File: src/hw/uhfp_pkg.sv
package uhfp_pkg;
  // Register byte offsets
  localparam logic [8:0] UHFP_CMD_OFS = 9'h020;
  localparam logic [8:0] UHFP_FRIDX_OFS = 9'h02C;
  localparam logic [8:0] UHFP_CFG_OFS = 9'h060;
  localparam logic [8:0] UHFP_PORT_OFS = 9'h064;
  localparam logic [8:0] UHFP_PHY_OFS = 9'h068;
  // Command register fields
  localparam int UHFP_CMD_RUN = 0;
  localparam int UHFP_CMD_HCRST = 1;
  localparam int UHFP_CMD_LSIZE = 2;
  localparam int UHFP_LSIZE_W = 2;
  // Frame index
  localparam int UHFP_FRIDX_W = 14;
  localparam logic [13:0] UHFP_FRIDX_RST = 14'h0000;
  localparam int UHFP_FLIST_LSB = 3;
  // Port field positions
  localparam int UHFP_P_CCS = 0;
  localparam int UHFP_P_CSC = 1;
  localparam int UHFP_P_ENA = 2;
  localparam int UHFP_P_RESUME = 6;
  localparam int UHFP_P_SUSPEND = 7;
  localparam int UHFP_P_BUSRST = 8;
  localparam int UHFP_P_LINE = 10;
  localparam int UHFP_P_POWER = 12;
  localparam int UHFP_P_OWNER = 13;
  localparam int UHFP_P_IND = 14;
  localparam int UHFP_P_TEST = 16;
  localparam logic UHFP_OWNER_RST = 1'b1;
  // Timing
  localparam int UHFP_CLK_HZ = 40_000_000;
  localparam int UHFP_UFRAME_US = 125;
  localparam int UHFP_UFRAME_CYC = UHFP_CLK_HZ / 1_000_000 * UHFP_UFRAME_US;
  localparam int UHFP_BUSRST_US = 50;
  localparam int UHFP_BUSRST_CYC = UHFP_CLK_HZ / 1_000_000 * UHFP_BUSRST_US;
  localparam int UHFP_CNT_W = 13;
endpackage

File: src/hw/uhfp_regs.sv
`timescale 1ns/10ps
// Operation
// (RL1) Frame index increments once per 125 us microframe.
// (RL2) Frame list entry chosen from index bits 3 upward, width by list size.
// (RL3) Software writes frame index only as full 32-bit word.
// (RL4) Software never writes frame index while running.
// (RL5) Frame index writes change subsequent SOF frame number.
// (RL6) Frame index is 14 bits, resets zero; upper bits reserved.
// (RL7) Software sets configured flag last; it drives port routing.
// (RL8) Port register resets only at power-up or controller reset command.
// (RL9) After reset port shows nothing attached and disabled.
// (RL10) Port state changes ignored until port power is set.
// (RL11) Software waits up to 20 ms for power stability.
// (RL12) Nonzero port test control selects that test mode.
// (RL13) Indicator writes ignored when indicator capability is zero.
// (RL14) Owner clears on configured rise, forced one while configured zero.
// (RL15) Port power behaviour follows power-control capability.
// (RL16) Line state shows D+ in bit 11, D- in bit 10.
// (RL17) Bit 8 reads one while port is held in bus reset.
// (RL18) Bit 7 is one while the port is suspended.
// (RL19) Bit 6 is one while resume signalling is present.
// (RL20) Bit 2 reads one when port enabled.
// (RL21) Bit 0 shows attachment; bit 1 flags its change.
// (RL22) Without port power, connect, change, reset, suspend, indicator read zero.
// (RL23) Run/stop set runs the schedule, clear halts it.
// (RL24) Controller reset bit resets controller and port register.
// (RL25) Connect change clears on written one, zero leaves it.
module uhfp_regs
  import uhfp_pkg::*;
#(
  parameter logic PWR_CTL_CAP = 1'b1,
  parameter logic PIND_CAP = 1'b1
) (
  input wire logic core_clk,
  input wire logic srst,
  input wire logic [8:0] avs_address,
  input wire logic avs_read,
  input wire logic avs_write,
  input wire logic [31:0] avs_writedata,
  input wire logic [3:0] avs_byteenable,
  output logic [31:0] avs_readdata,
  output logic avs_waitrequest,
  input wire logic line_dp,
  input wire logic line_dm,
  input wire logic dev_attached,
  input wire logic resume_detect,
  output logic schedule_run,
  output logic [13:0] sof_frame_number,
  output logic [9:0] frame_list_entry,
  output logic [3:0] port_test_mode,
  output logic [1:0] port_indicator,
  output logic port_power_out,
  output logic port_owner_out,
  output logic port_reset_drive,
  output logic port_suspend_out,
  output logic resume_drive
);
  // Pin synchronisers
  logic [3:0] pins_s;
  uhfp_sync2 #(.W(4)) u_sync (
    .core_clk(core_clk),
    .srst(srst),
    .async_in({line_dp, line_dm, dev_attached, resume_detect}),
    .sync_out(pins_s)
  );
  wire dp_s = pins_s[3];
  wire dm_s = pins_s[2];
  wire att_s = pins_s[1];
  wire res_in_s = pins_s[0];

  // Registers
  logic run_stop;
  logic hc_reset_pend;
  logic [UHFP_LSIZE_W-1:0] frame_list_size;
  logic [UHFP_FRIDX_W-1:0] frame_index;
  logic configured_flag;
  logic [3:0] port_test_control;
  logic [1:0] port_indicator_control;
  logic port_owner;
  logic port_power;
  logic port_in_reset;
  logic port_suspended;
  logic force_resume;
  logic port_enabled;
  logic connect_change;
  logic connect_present;
  logic [UHFP_CNT_W-1:0] uframe_cnt;
  logic [UHFP_CNT_W-1:0] brst_cnt;
  logic ack;

  // Bus decode; one wait cycle per access
  wire req = avs_read | avs_write;
  wire wr_go = avs_write & ack;
  wire full_word = &avs_byteenable;
  wire wr_cmd = wr_go & (avs_address == UHFP_CMD_OFS);
  wire wr_frx = wr_go & (avs_address == UHFP_FRIDX_OFS) & full_word; // RL3
  wire wr_cfg = wr_go & (avs_address == UHFP_CFG_OFS) & avs_byteenable[0];
  wire wr_port = wr_go & (avs_address == UHFP_PORT_OFS);
  // Controller reset wipes the port well too
  wire ctl_rst = srst | hc_reset_pend; // RL8 RL24
  // Port state writes gated by power when power control exists
  wire pwr_ok = port_power | ~PWR_CTL_CAP; // RL10 RL15
  wire wr_pstate = wr_port & pwr_ok;
  wire [31:0] wd = avs_writedata;
  wire uframe_end = (uframe_cnt == UHFP_CNT_W'(UHFP_UFRAME_CYC - 1));

  assign avs_waitrequest = req & ~ack;

  // Frame list mask by chosen size: 1024, 512, 256 entries
  function automatic logic [9:0] uhfp_fl_mask(input logic [1:0] size_sel);
    case (size_sel)
      2'h1: uhfp_fl_mask = 10'h1FF;
      2'h2: uhfp_fl_mask = 10'h0FF;
      default: uhfp_fl_mask = 10'h3FF;
    endcase
  endfunction

  assign schedule_run = run_stop; // RL23
  assign sof_frame_number = frame_index; // RL5 RL6
  assign frame_list_entry = frame_index[UHFP_FLIST_LSB +: 10] & uhfp_fl_mask(frame_list_size); // RL2
  assign port_test_mode = port_test_control; // RL12
  assign port_indicator = port_power ? port_indicator_control : 2'h0;
  assign port_power_out = port_power;
  assign port_owner_out = port_owner;
  assign port_reset_drive = port_in_reset;
  assign port_suspend_out = port_suspended;
  assign resume_drive = force_resume;

  // Port register read image; power-off masks status
  logic [31:0] port_img;
  always_comb begin
    port_img = 32'h0000_0000;
    port_img[UHFP_P_TEST +: 4] = port_test_control;
    port_img[UHFP_P_IND +: 2] = port_power ? port_indicator_control : 2'h0; // RL22
    port_img[UHFP_P_OWNER] = port_owner;
    port_img[UHFP_P_POWER] = port_power;
    port_img[UHFP_P_LINE + 1] = dp_s; // RL16
    port_img[UHFP_P_LINE] = dm_s; // RL16
    port_img[UHFP_P_BUSRST] = port_power & port_in_reset; // RL17 RL22
    port_img[UHFP_P_SUSPEND] = port_power & port_suspended; // RL18 RL22
    port_img[UHFP_P_RESUME] = force_resume | (port_suspended & res_in_s); // RL19
    port_img[UHFP_P_ENA] = port_enabled; // RL20
    port_img[UHFP_P_CSC] = port_power & connect_change; // RL21 RL22
    port_img[UHFP_P_CCS] = port_power & connect_present; // RL21 RL22
  end

  // Read mux; unmapped reads zero
  logic [31:0] rd_mux;
  always_comb begin
    case (avs_address)
      UHFP_CMD_OFS: rd_mux = {28'h0000000, frame_list_size, 1'b0, run_stop};
      UHFP_FRIDX_OFS: rd_mux = {18'h00000, frame_index}; // RL6
      UHFP_CFG_OFS: rd_mux = {31'h00000000, configured_flag};
      UHFP_PORT_OFS: rd_mux = port_img;
      UHFP_PHY_OFS: rd_mux = {30'h00000000, PIND_CAP, PWR_CTL_CAP};
      default: rd_mux = 32'h0000_0000;
    endcase
  end

  // Bus handshake and read data register
  always_ff @(posedge core_clk) begin
    if (srst) begin
      ack <= 1'b0;
      avs_readdata <= 32'h0000_0000;
    end else begin
      ack <= req & ~ack;
      if (avs_read & ~ack) begin
        avs_readdata <= rd_mux;
      end
    end
  end

  // Command register; reset bit self-clears after one cycle
  always_ff @(posedge core_clk) begin
    if (ctl_rst) begin
      run_stop <= 1'b0;
      frame_list_size <= '0;
      hc_reset_pend <= 1'b0;
    end else if (wr_cmd) begin
      run_stop <= wd[UHFP_CMD_RUN]; // RL23
      frame_list_size <= wd[UHFP_CMD_LSIZE +: UHFP_LSIZE_W];
      hc_reset_pend <= wd[UHFP_CMD_HCRST]; // RL24
    end
  end

  // Microframe timer and frame index; write overrides the tick
  always_ff @(posedge core_clk) begin
    if (ctl_rst) begin
      uframe_cnt <= '0;
      frame_index <= UHFP_FRIDX_RST; // RL6
    end else begin
      if (!run_stop || uframe_end) begin
        uframe_cnt <= '0;
      end else begin
        uframe_cnt <= uframe_cnt + 1'b1;
      end
      if (wr_frx) begin
        frame_index <= wd[UHFP_FRIDX_W-1:0]; // RL5
      end else if (run_stop && uframe_end) begin
        frame_index <= frame_index + 1'b1; // RL1
      end
    end
  end

  // Configured flag
  always_ff @(posedge core_clk) begin
    if (ctl_rst) begin
      configured_flag <= 1'b0;
    end else if (wr_cfg) begin
      configured_flag <= wd[0]; // RL7
    end
  end

  // Port owner follows configured flag edges
  wire cfg_rise = wr_cfg & wd[0] & ~configured_flag;
  always_ff @(posedge core_clk) begin
    if (ctl_rst) begin
      port_owner <= UHFP_OWNER_RST; // RL14
    end else if (cfg_rise) begin
      port_owner <= 1'b0; // RL14
    end else if (!configured_flag) begin
      port_owner <= 1'b1; // RL14
    end else if (wr_port) begin
      port_owner <= wd[UHFP_P_OWNER];
    end
  end

  // Power and indicator; power fixed on without control capability
  always_ff @(posedge core_clk) begin
    if (ctl_rst) begin
      port_power <= ~PWR_CTL_CAP; // RL15
      port_indicator_control <= 2'h0;
      port_test_control <= 4'h0;
    end else begin
      if (wr_port && PWR_CTL_CAP) begin
        port_power <= wd[UHFP_P_POWER]; // RL15
      end
      if (wr_pstate && PIND_CAP) begin
        port_indicator_control <= wd[UHFP_P_IND +: 2]; // RL13
      end
      if (wr_pstate) begin
        port_test_control <= wd[UHFP_P_TEST +: 4]; // RL12
      end
    end
  end

  // Bus reset timer; enables port when it ends if still attached
  wire brst_done = port_in_reset & (brst_cnt == UHFP_CNT_W'(UHFP_BUSRST_CYC - 1));
  always_ff @(posedge core_clk) begin
    if (ctl_rst) begin
      port_in_reset <= 1'b0;
      brst_cnt <= '0;
      port_enabled <= 1'b0; // RL9
    end else begin
      if (wr_pstate && wd[UHFP_P_BUSRST] && !port_in_reset) begin
        port_in_reset <= 1'b1;
        brst_cnt <= '0;
        port_enabled <= 1'b0;
      end else if (brst_done) begin
        port_in_reset <= 1'b0; // RL17
        port_enabled <= connect_present; // RL20
      end else begin
        if (port_in_reset) begin
          brst_cnt <= brst_cnt + 1'b1;
        end
        // Power loss abandons a bus reset; an unpowered port drives no bus reset
        if (!port_power) begin
          port_in_reset <= 1'b0; // RL22
        end
        // Software may only disable; detach also disables
        if ((wr_pstate && !wd[UHFP_P_ENA]) || !connect_present || !port_power) begin
          port_enabled <= 1'b0;
        end
      end
    end
  end

  // Suspend and resume
  always_ff @(posedge core_clk) begin
    if (ctl_rst) begin
      port_suspended <= 1'b0;
      force_resume <= 1'b0;
    end else if (wr_pstate) begin
      port_suspended <= wd[UHFP_P_SUSPEND] & port_enabled; // RL18
      force_resume <= wd[UHFP_P_RESUME]; // RL19
    end else if (!port_enabled || !port_power) begin
      port_suspended <= 1'b0;
      force_resume <= 1'b0;
    end
  end

  // Connect status and sticky change; a new change beats the clear
  wire conn_diff = att_s ^ connect_present;
  always_ff @(posedge core_clk) begin
    if (ctl_rst) begin
      connect_present <= 1'b0; // RL9
      connect_change <= 1'b0;
    end else begin
      connect_present <= port_power & att_s; // RL21
      if (port_power && conn_diff) begin
        connect_change <= 1'b1; // RL21
      end else if (wr_pstate && wd[UHFP_P_CSC]) begin
        connect_change <= 1'b0; // RL25
      end
    end
  end
endmodule

File: src/hw/uhfp_sync2.sv
`timescale 1ns/10ps
// Two-flop synchroniser for pin levels
module uhfp_sync2 #(
  parameter int W = 1
) (
  input wire logic core_clk,
  input wire logic srst,
  input wire logic [W-1:0] async_in,
  output logic [W-1:0] sync_out
);
  logic [W-1:0] meta;

  // First stage feeds only the second
  always_ff @(posedge core_clk) begin
    if (srst) begin
      meta <= '0;
      sync_out <= '0;
    end else begin
      meta <= async_in;
      sync_out <= meta;
    end
  end
endmodule

File: config.mk
export PLATFORM = sky130hd
export DESIGN_NAME = uhfp_regs
export DESIGN_NICKNAME = d
export VERILOG_FILES = /design/src/hw/uhfp_pkg.sv /design/src/hw/uhfp_regs.sv /design/src/hw/uhfp_sync2.sv
export SDC_FILE = /design/constraint.sdc
export NUM_CORES = 1
export LEC_CHECK = 0
export BUFFER_PORTS_ARGS = -buffer_cell sky130_fd_sc_hd__buf_2
export CAP_MARGIN = 25
export CORE_AREA = 3 3 100 83
export CTS_CLUSTER_DIAMETER = 120
export DETAILED_ROUTE_END_ITERATION = 8
export DIE_AREA = 0 0 103 86
export PLACE_DENSITY = 0.86
export SETUP_SLACK_MARGIN = 0.5
export SLEW_MARGIN = 10
export SYNTH_ARGS = -nofsm -noshare
export SYNTH_HDL_FRONTEND = slang
export SYNTH_SLANG_ARGS = --single-unit
File: constraint.sdc
create_clock -name core_clk -period 6.16 [get_ports core_clk]
set_input_delay 0.616 -clock core_clk [delete_from_list [all_inputs] [get_ports core_clk]]
set_output_delay 0.616 -clock core_clk [all_outputs]
set_load 0.05 [all_outputs]
; After elaboration in Yosys (flattened, before gate mapping)
; Index checks and enable logic that the tools add are counted.
[op_classes]
addsub = 3
n_eq_ne = 11
muxes = 18
n_bitwise = 28
n_reduce_logical = 24
[op_table]
columns = op, n
row1 = $pmux W20 S5, 1
row2 = $mux W14, 2
row3 = $eq A9 B7 Y1 const B, 3
row4 = $add A13 B1 Y13 const B, 2
row5 = $and A1 B1 Y1, 20
row6 = $pmux W10 S2, 1
row7 = $eq A9 B6 Y1 const B, 2
row8 = $add A14 B1 Y14 const B, 1
row9 = $eq A13 B11 Y1 const B, 1
row10 = $eq A13 B13 Y1 const B, 1
row11 = $mux W1, 13
row12 = $and A10 B10 Y10, 1
row13 = $reduce_bool A2 Y1, 4
row14 = $logic_and A1 B1 Y1, 6
row15 = $logic_not A1 Y1, 6
row16 = $ne A3 B1 Y1 const B, 2
row17 = $logic_or A1 B1 Y1, 4
row18 = $reduce_and A4 Y1, 1
row19 = $reduce_or A2 Y1, 2
row20 = $not A1 Y1, 3
row21 = $or A1 B1 Y1, 3
row22 = $eq A2 B1 Y1 const B, 1
row23 = $eq A2 B2 Y1 const B, 1
row24 = $mux W2, 1
row25 = 2 further kinds, 2
[word_totals]
regBits = 100
input_bits = 53
out_inout_bits = 69
word_cells = 105

; Depth between registers and ports, before layout
[logic_depth]
word_depth = 8
mapped_depth = 8
depth_no_buf = 6

; By module
; From an unflattened synthesis, not the netlist that was laid out.
[hier_totals]
hier_cells = 463
hier_area_um2 = 4129.0
[by_module_without_submodules]
columns = mod, instances, cells_per_inst, area_per_inst_um2, seq_area_each_um2
row1 = uhfp_regs, 1, 447, 3918.8, 1601.5
row2 = uhfp_sync2, 1, 16, 210.2, 160.2

; Least setup slack after synthesis
; OpenSTA, ideal clock, no wires.
[synth_path]
path_kind = input port to flip-flop
start = input avs_address[1]
end = register frame_index[10], in the netlist sof_frame_number[10]
setup_time_ns = 0.133
arrival_ns = 2.258
required_ns = 6.027
slack_ns = 3.770
stages = 7
n_path_buf = 2
cell_sequence = nor4b_1 nand3_1 or4_1 clkbuf_1 clkbuf_1 o21ai_0 a21oi_1
[synth_via]
elab_chain_cells = 4
elab_cells_between_ends = 5
classes_between = eq/ne (1) / mux (1) / bitwise (2) / reduce/logical (1)
[synth_rtl]
columns = element, line
row1 = from (decl), uhfp_regs.sv:36  ; input wire logic [8:0] avs_address,
row2 = $eq A9 B6 Y1 (*), uhfp_regs.sv:96  ; wire wr_frx = wr_go & (avs_address == UHFP_FRIDX_OFS) & full_word;
row3 = $and A1 B1 Y1 (*) (2 in a row), uhfp_regs.sv:96
row4 = $mux W14 or $reduce_bool A2 Y1 (tied branches), n/a
row5 = to (signal assigned), uhfp_regs.sv:198  ; frame_index <= wd[UHFP_FRIDX_W-1:0];
row6 = to (signal assigned), uhfp_regs.sv:200  ; frame_index <= frame_index + 1'b1;
row7 = to (decl), uhfp_regs.sv:75  ; logic [UHFP_FRIDX_W-1:0] frame_index;
; Every way passes the cells marked *; elsewhere a longest branch is shown, timed or not.
; A chain may end at the register's enable or synchronous reset.

; Worst setup path after layout
[layout_path]
start = input avs_address[1]
end = register frame_index[6], in the netlist sof_frame_number[6]
; The elaborated chain is that of the path after synthesis.

==> out/metrics.sh <==
GRT_PASS1_WL_UM=16300
TIMING_WORST_SLEW_PIN_VALUE_PS=999
GRT_OVERFLOW=0
OUTCOME='complete, no violations'
VIAS=3602
ENDPOINT_OF_THE_WORST_HOLD_TIMING_PATH='u_sync.sync_out[2]'
FIRST_GLOBAL_VIAS=3369
HOLD_CRIT_DEPTH=1
INITIAL_CORE_UTIL=0.545
WL_PER_CELL_UM=16.0
FINAL.SETUP.WORST_SLACK_PS=3490
ENDPOINT_KIND='register'
TIGHTEST_HOLD_CHECK_TYPE='register to register'
PLACE.DETAILED.HPWL_UM=7590
YS_SEQ_ELEMENTS=88
TIMING.REG2REG.WORST_PATH_DEPTH=5
FINALSETUPVIOLCOUNT=0
ROOT_BUFFER_CELL='clkbuf_8'
WORSTSETUPPATHTYPE='primary input to register'
SLEW_HEADROOM=0.330
GLOBAL_ROUTE.USAGE.TOTAL=0.236
MAXCLOCKFREQUENCY_MHz=375
COMBINATIONALPOWERSHARE=0.065
CLK_PATH_BUF_DEPTH=2
MAXIMUM_NUMBER_OF_PINS_ON_ONE_NET_BEFORE_GLOBAL_ROUTE_REPAIR=29
YOSYS.CELL_TYPES.COUNT=48
DR.FIRST_ITER.DRC_COUNT=253
CLK_LATENCY_PS=350
CTS_TREE='built'
POST-ROUTE-UTIL=0.628
DP_SLACK_PS=3200
FINAL-HOLD-VIOLATION-COUNT=0
P_SW_mW=0.243
POWER.CLOCK.FRACTION=0.378
AREA.GROWTH.SYNTH_TO_FINAL_PCT=15.3
FIN_NETS=604
FP.DIEH_UM=86
ROWS=28
POWER.LEAKAGE_nW=1.85
TIMING_MAX_TRANSITION_VIOLATIONS_FINAL=0
TIMING.HOLD.WORST.START='u_sync.meta[2]'
REQUIRED_PS=6370
CTS_BUFS_INSERTED=9
POST_CTS_BUFFERS=0
ARRIVAL_PS=2880
FINALPOWER_mW=1.03
R2R_SLACK_PS=3860
GPL.FINAL_WEIGHTED_CONGESTION=0.882
SETUP-TNS-FINAL_PS=0
POST_SYNTH_INSTANCE_AREA_UM2=4010
POST_CTS.RESIZED_INSTANCES=0
DRT-TOTAL-WL_UM=10300
TIMING.CRITICAL_PATH.FROM_TYPE='primary input'
IO_BUFFERS=97
MAX-VDD-IR-DROP_uV=107
DIE_AREA_UM2=8860
CRITICAL_PATH_PEAK_FANOUT=28
CLK_TRANSITION_REPORTED_PATHS_PS=80
DRT_PRE_ANTENNA_ITERS=5
LEADING_REGISTER_CELL_TYPE_OUT_OF_SYNTHESIS='dfxtp_1'
LAYOUT-DRIVE-GT1-SHARE=0.216
FIN_CRIT_PS=2670
REGTOREGSTARTPOINT='uframe_cnt[10]'
SYNTHESIS.INSTANCES=466
LAYOUT_WORST_PATH_CYCLE_SHARE=0.433
CTSHTREEMAXLEVEL=3
RSZ0062_AT_GRT='false'
SYN_AREA_PER_CELL_UM2=8.60
CTS_NUM_SINKS=88
ANT_NETS=0
ASYNC_RESET_FF_FRAC=0
CELL_AREA_POWER_DENSITY_nW_PER_UM2=223
CLOCK_SKEW_AFTER_LAYOUT_PS=4.47
POST-ROUTE-DRC-COUNT=0
POWER_SWITCHING_SHARE=0.236
INTERNAL_POWER_mW=0.786
SYNTH_ENABLE_FLOP_CELLS=0
PORTION_OF_THE_POST_SYNTHESIS_AREA_USED_BY_SEQUENTIAL_ELEMENTS=0.440
DRV.MAX_CAP_VIOLATION_COUNT=0
DIODES=0
VIA_PER_INST=5.62
CHIPWIDTH_UM=103
WORST_REG2REG_ENDPOINT='sof_frame_number[7]'
GRT_ANTENNA_BEFORE_REPAIR=0
BOUNDARYPINS=122
COREAREA_UM2=7360
HOLD_BUFFERS=0
POWER_FRAC_SEQ=0.558
YOSYS_WARNINGS=0
==> routing by layer <==
metal,GRT usage,vias to the layer above,routed length [um],part of all wire
met4,0.0835,0,248,0.024
met2,0.377,130,5040,0.49
met1,0.296,1694,4140,0.40
met3,0.0764,26,830,0.081
li1,-,1752,-,-
met5,0.0296,-,0,0
==> Yosys cell counts (2+ instances only) <==
cell | number | area share
and2_1 | 6 | 0.0094
o21ai_0 | 25 | 0.031
nor3_1 | 14 | 0.017
nand2_1 | 39 | 0.037
mux2i_1 | 14 | 0.035
nor2b_1 | 13 | 0.020
xor2_1 | 15 | 0.033
dfxtp_1 | 88 | 0.44
nor3b_1 | 2 | 0.0037
clkbuf_1 | 16 | 0.015
ha_1 | 4 | 0.012
buf_1 | 2 | 0.0019
nand2b_1 | 2 | 0.0031
buf_4 | 20 | 0.037
or4_1 | 3 | 0.0056
nand4_1 | 9 | 0.014
nand3_1 | 30 | 0.037
nor2_1 | 55 | 0.052
and4_1 | 4 | 0.0087
or3_1 | 3 | 0.0047
a31oi_1 | 3 | 0.0047
and3_1 | 7 | 0.011
a2bb2oi_1 | 2 | 0.0044
xnor2_1 | 19 | 0.042
a21oi_1 | 30 | 0.037
o31ai_1 | 3 | 0.0056
nor4b_1 | 2 | 0.0044
a21o_1 | 3 | 0.0056
a22oi_1 | 10 | 0.019
inv_1 | 5 | 0.0047
==> worst max-delay path by stage <==
stage,startpoint,endpoint,slack (ps),cells past startpoint
6_report,avs_address[1],sof_frame_number[6],3490,6
5_1_grt,avs_address[1],sof_frame_number[8],3190,6
4_1_cts,avs_address[1],sof_frame_number[6],3530,6
3_5_place_dp,avs_address[1],sof_frame_number[12],3200,6
3_3_place_gp,avs_address[1],sof_frame_number[8],3250,6
2_1_floorplan,avs_address[1],sof_frame_number[10],3770,7
==> layout make-up <==
cell class                      count  area, um2
Sequential cell                    88       1760
Tap cell                           90        113
Multi-Input combinational cell    344       2040
Fill cell                         641       2740
Timing Repair Buffer               99        500
Clock buffer                       12        145
Inverter                            5       18.8
Clock inverter                      3       42.5
==> logic make-up after synthesis <==
kind of cell | Yosys count | synth area share
AOI/OAI and AO/OA | 81 | 0.118
muxes | 14 | 0.0350
and+or+nand+nor | 199 | 0.256
other | 1 | 0.000936
buffers and inverters | 45 | 0.0631
DFF | 88 | 0.440
xor gates and xnor gates | 34 | 0.0743
adders and majority gates | 4 | 0.0125
==> state kept, by name (all words and copies together), names as in the netlist, 2 cells and up <==
name	count
brst_cnt	13
u_sync.meta	4
sof_frame_number	14
frame_list_size	2
port_test_mode	4
port_indicator_control	2
avs_readdata	20
uframe_cnt	13
u_sync.sync_out	4
==> through the flow <==
stage	hold WS, ps	instances	area (um2)
final	440	641	4620
after global routing	461	641	4620
after CTS	442	641	4620
after detailed placement	423	626	4430
after global placement	417	626	4430
after floorplan	414	477	4050
==> layout by cell type, fill, tap and decap left out, types with 4 or more instances in the layout <==
cell type   n
buf_2      97
dfxtp_1    88
nor2_1     55
nand2_1    39
nand3_1    30
a21oi_1    30
o21ai_0    25
xnor2_1    19
xor2_1     15
mux2i_1    14
nor3_1     14
nor2b_1    13
conb_1     12
a22oi_1    10
clkbuf_8   10
nand4_1     9
and3_1      7
and2_1      6
inv_1       5
and4_1      4
ha_1        4
==> power by group through the flow <==
stage / clock, mW / combinational, mW / sequential (mW)
2_1_floorplan: 0 / 0.0471 / 0.588
3_3_place_gp: 0 / 0.0641 / 0.587
3_5_place_dp: 0 / 0.0652 / 0.587
4_1_cts: 0.394 / 0.0654 / 0.574
5_1_grt: 0.424 / 0.0714 / 0.574
6_report: 0.388 / 0.0664 / 0.574
==> worst max-delay path: stages <==
cell and delay [ps]:
buf_2 90, nor4b_1 580, nand3_1 230, or4_1 940, o21ai_0 340, a21oi_1 60
(Power assumes the default switching activity.)
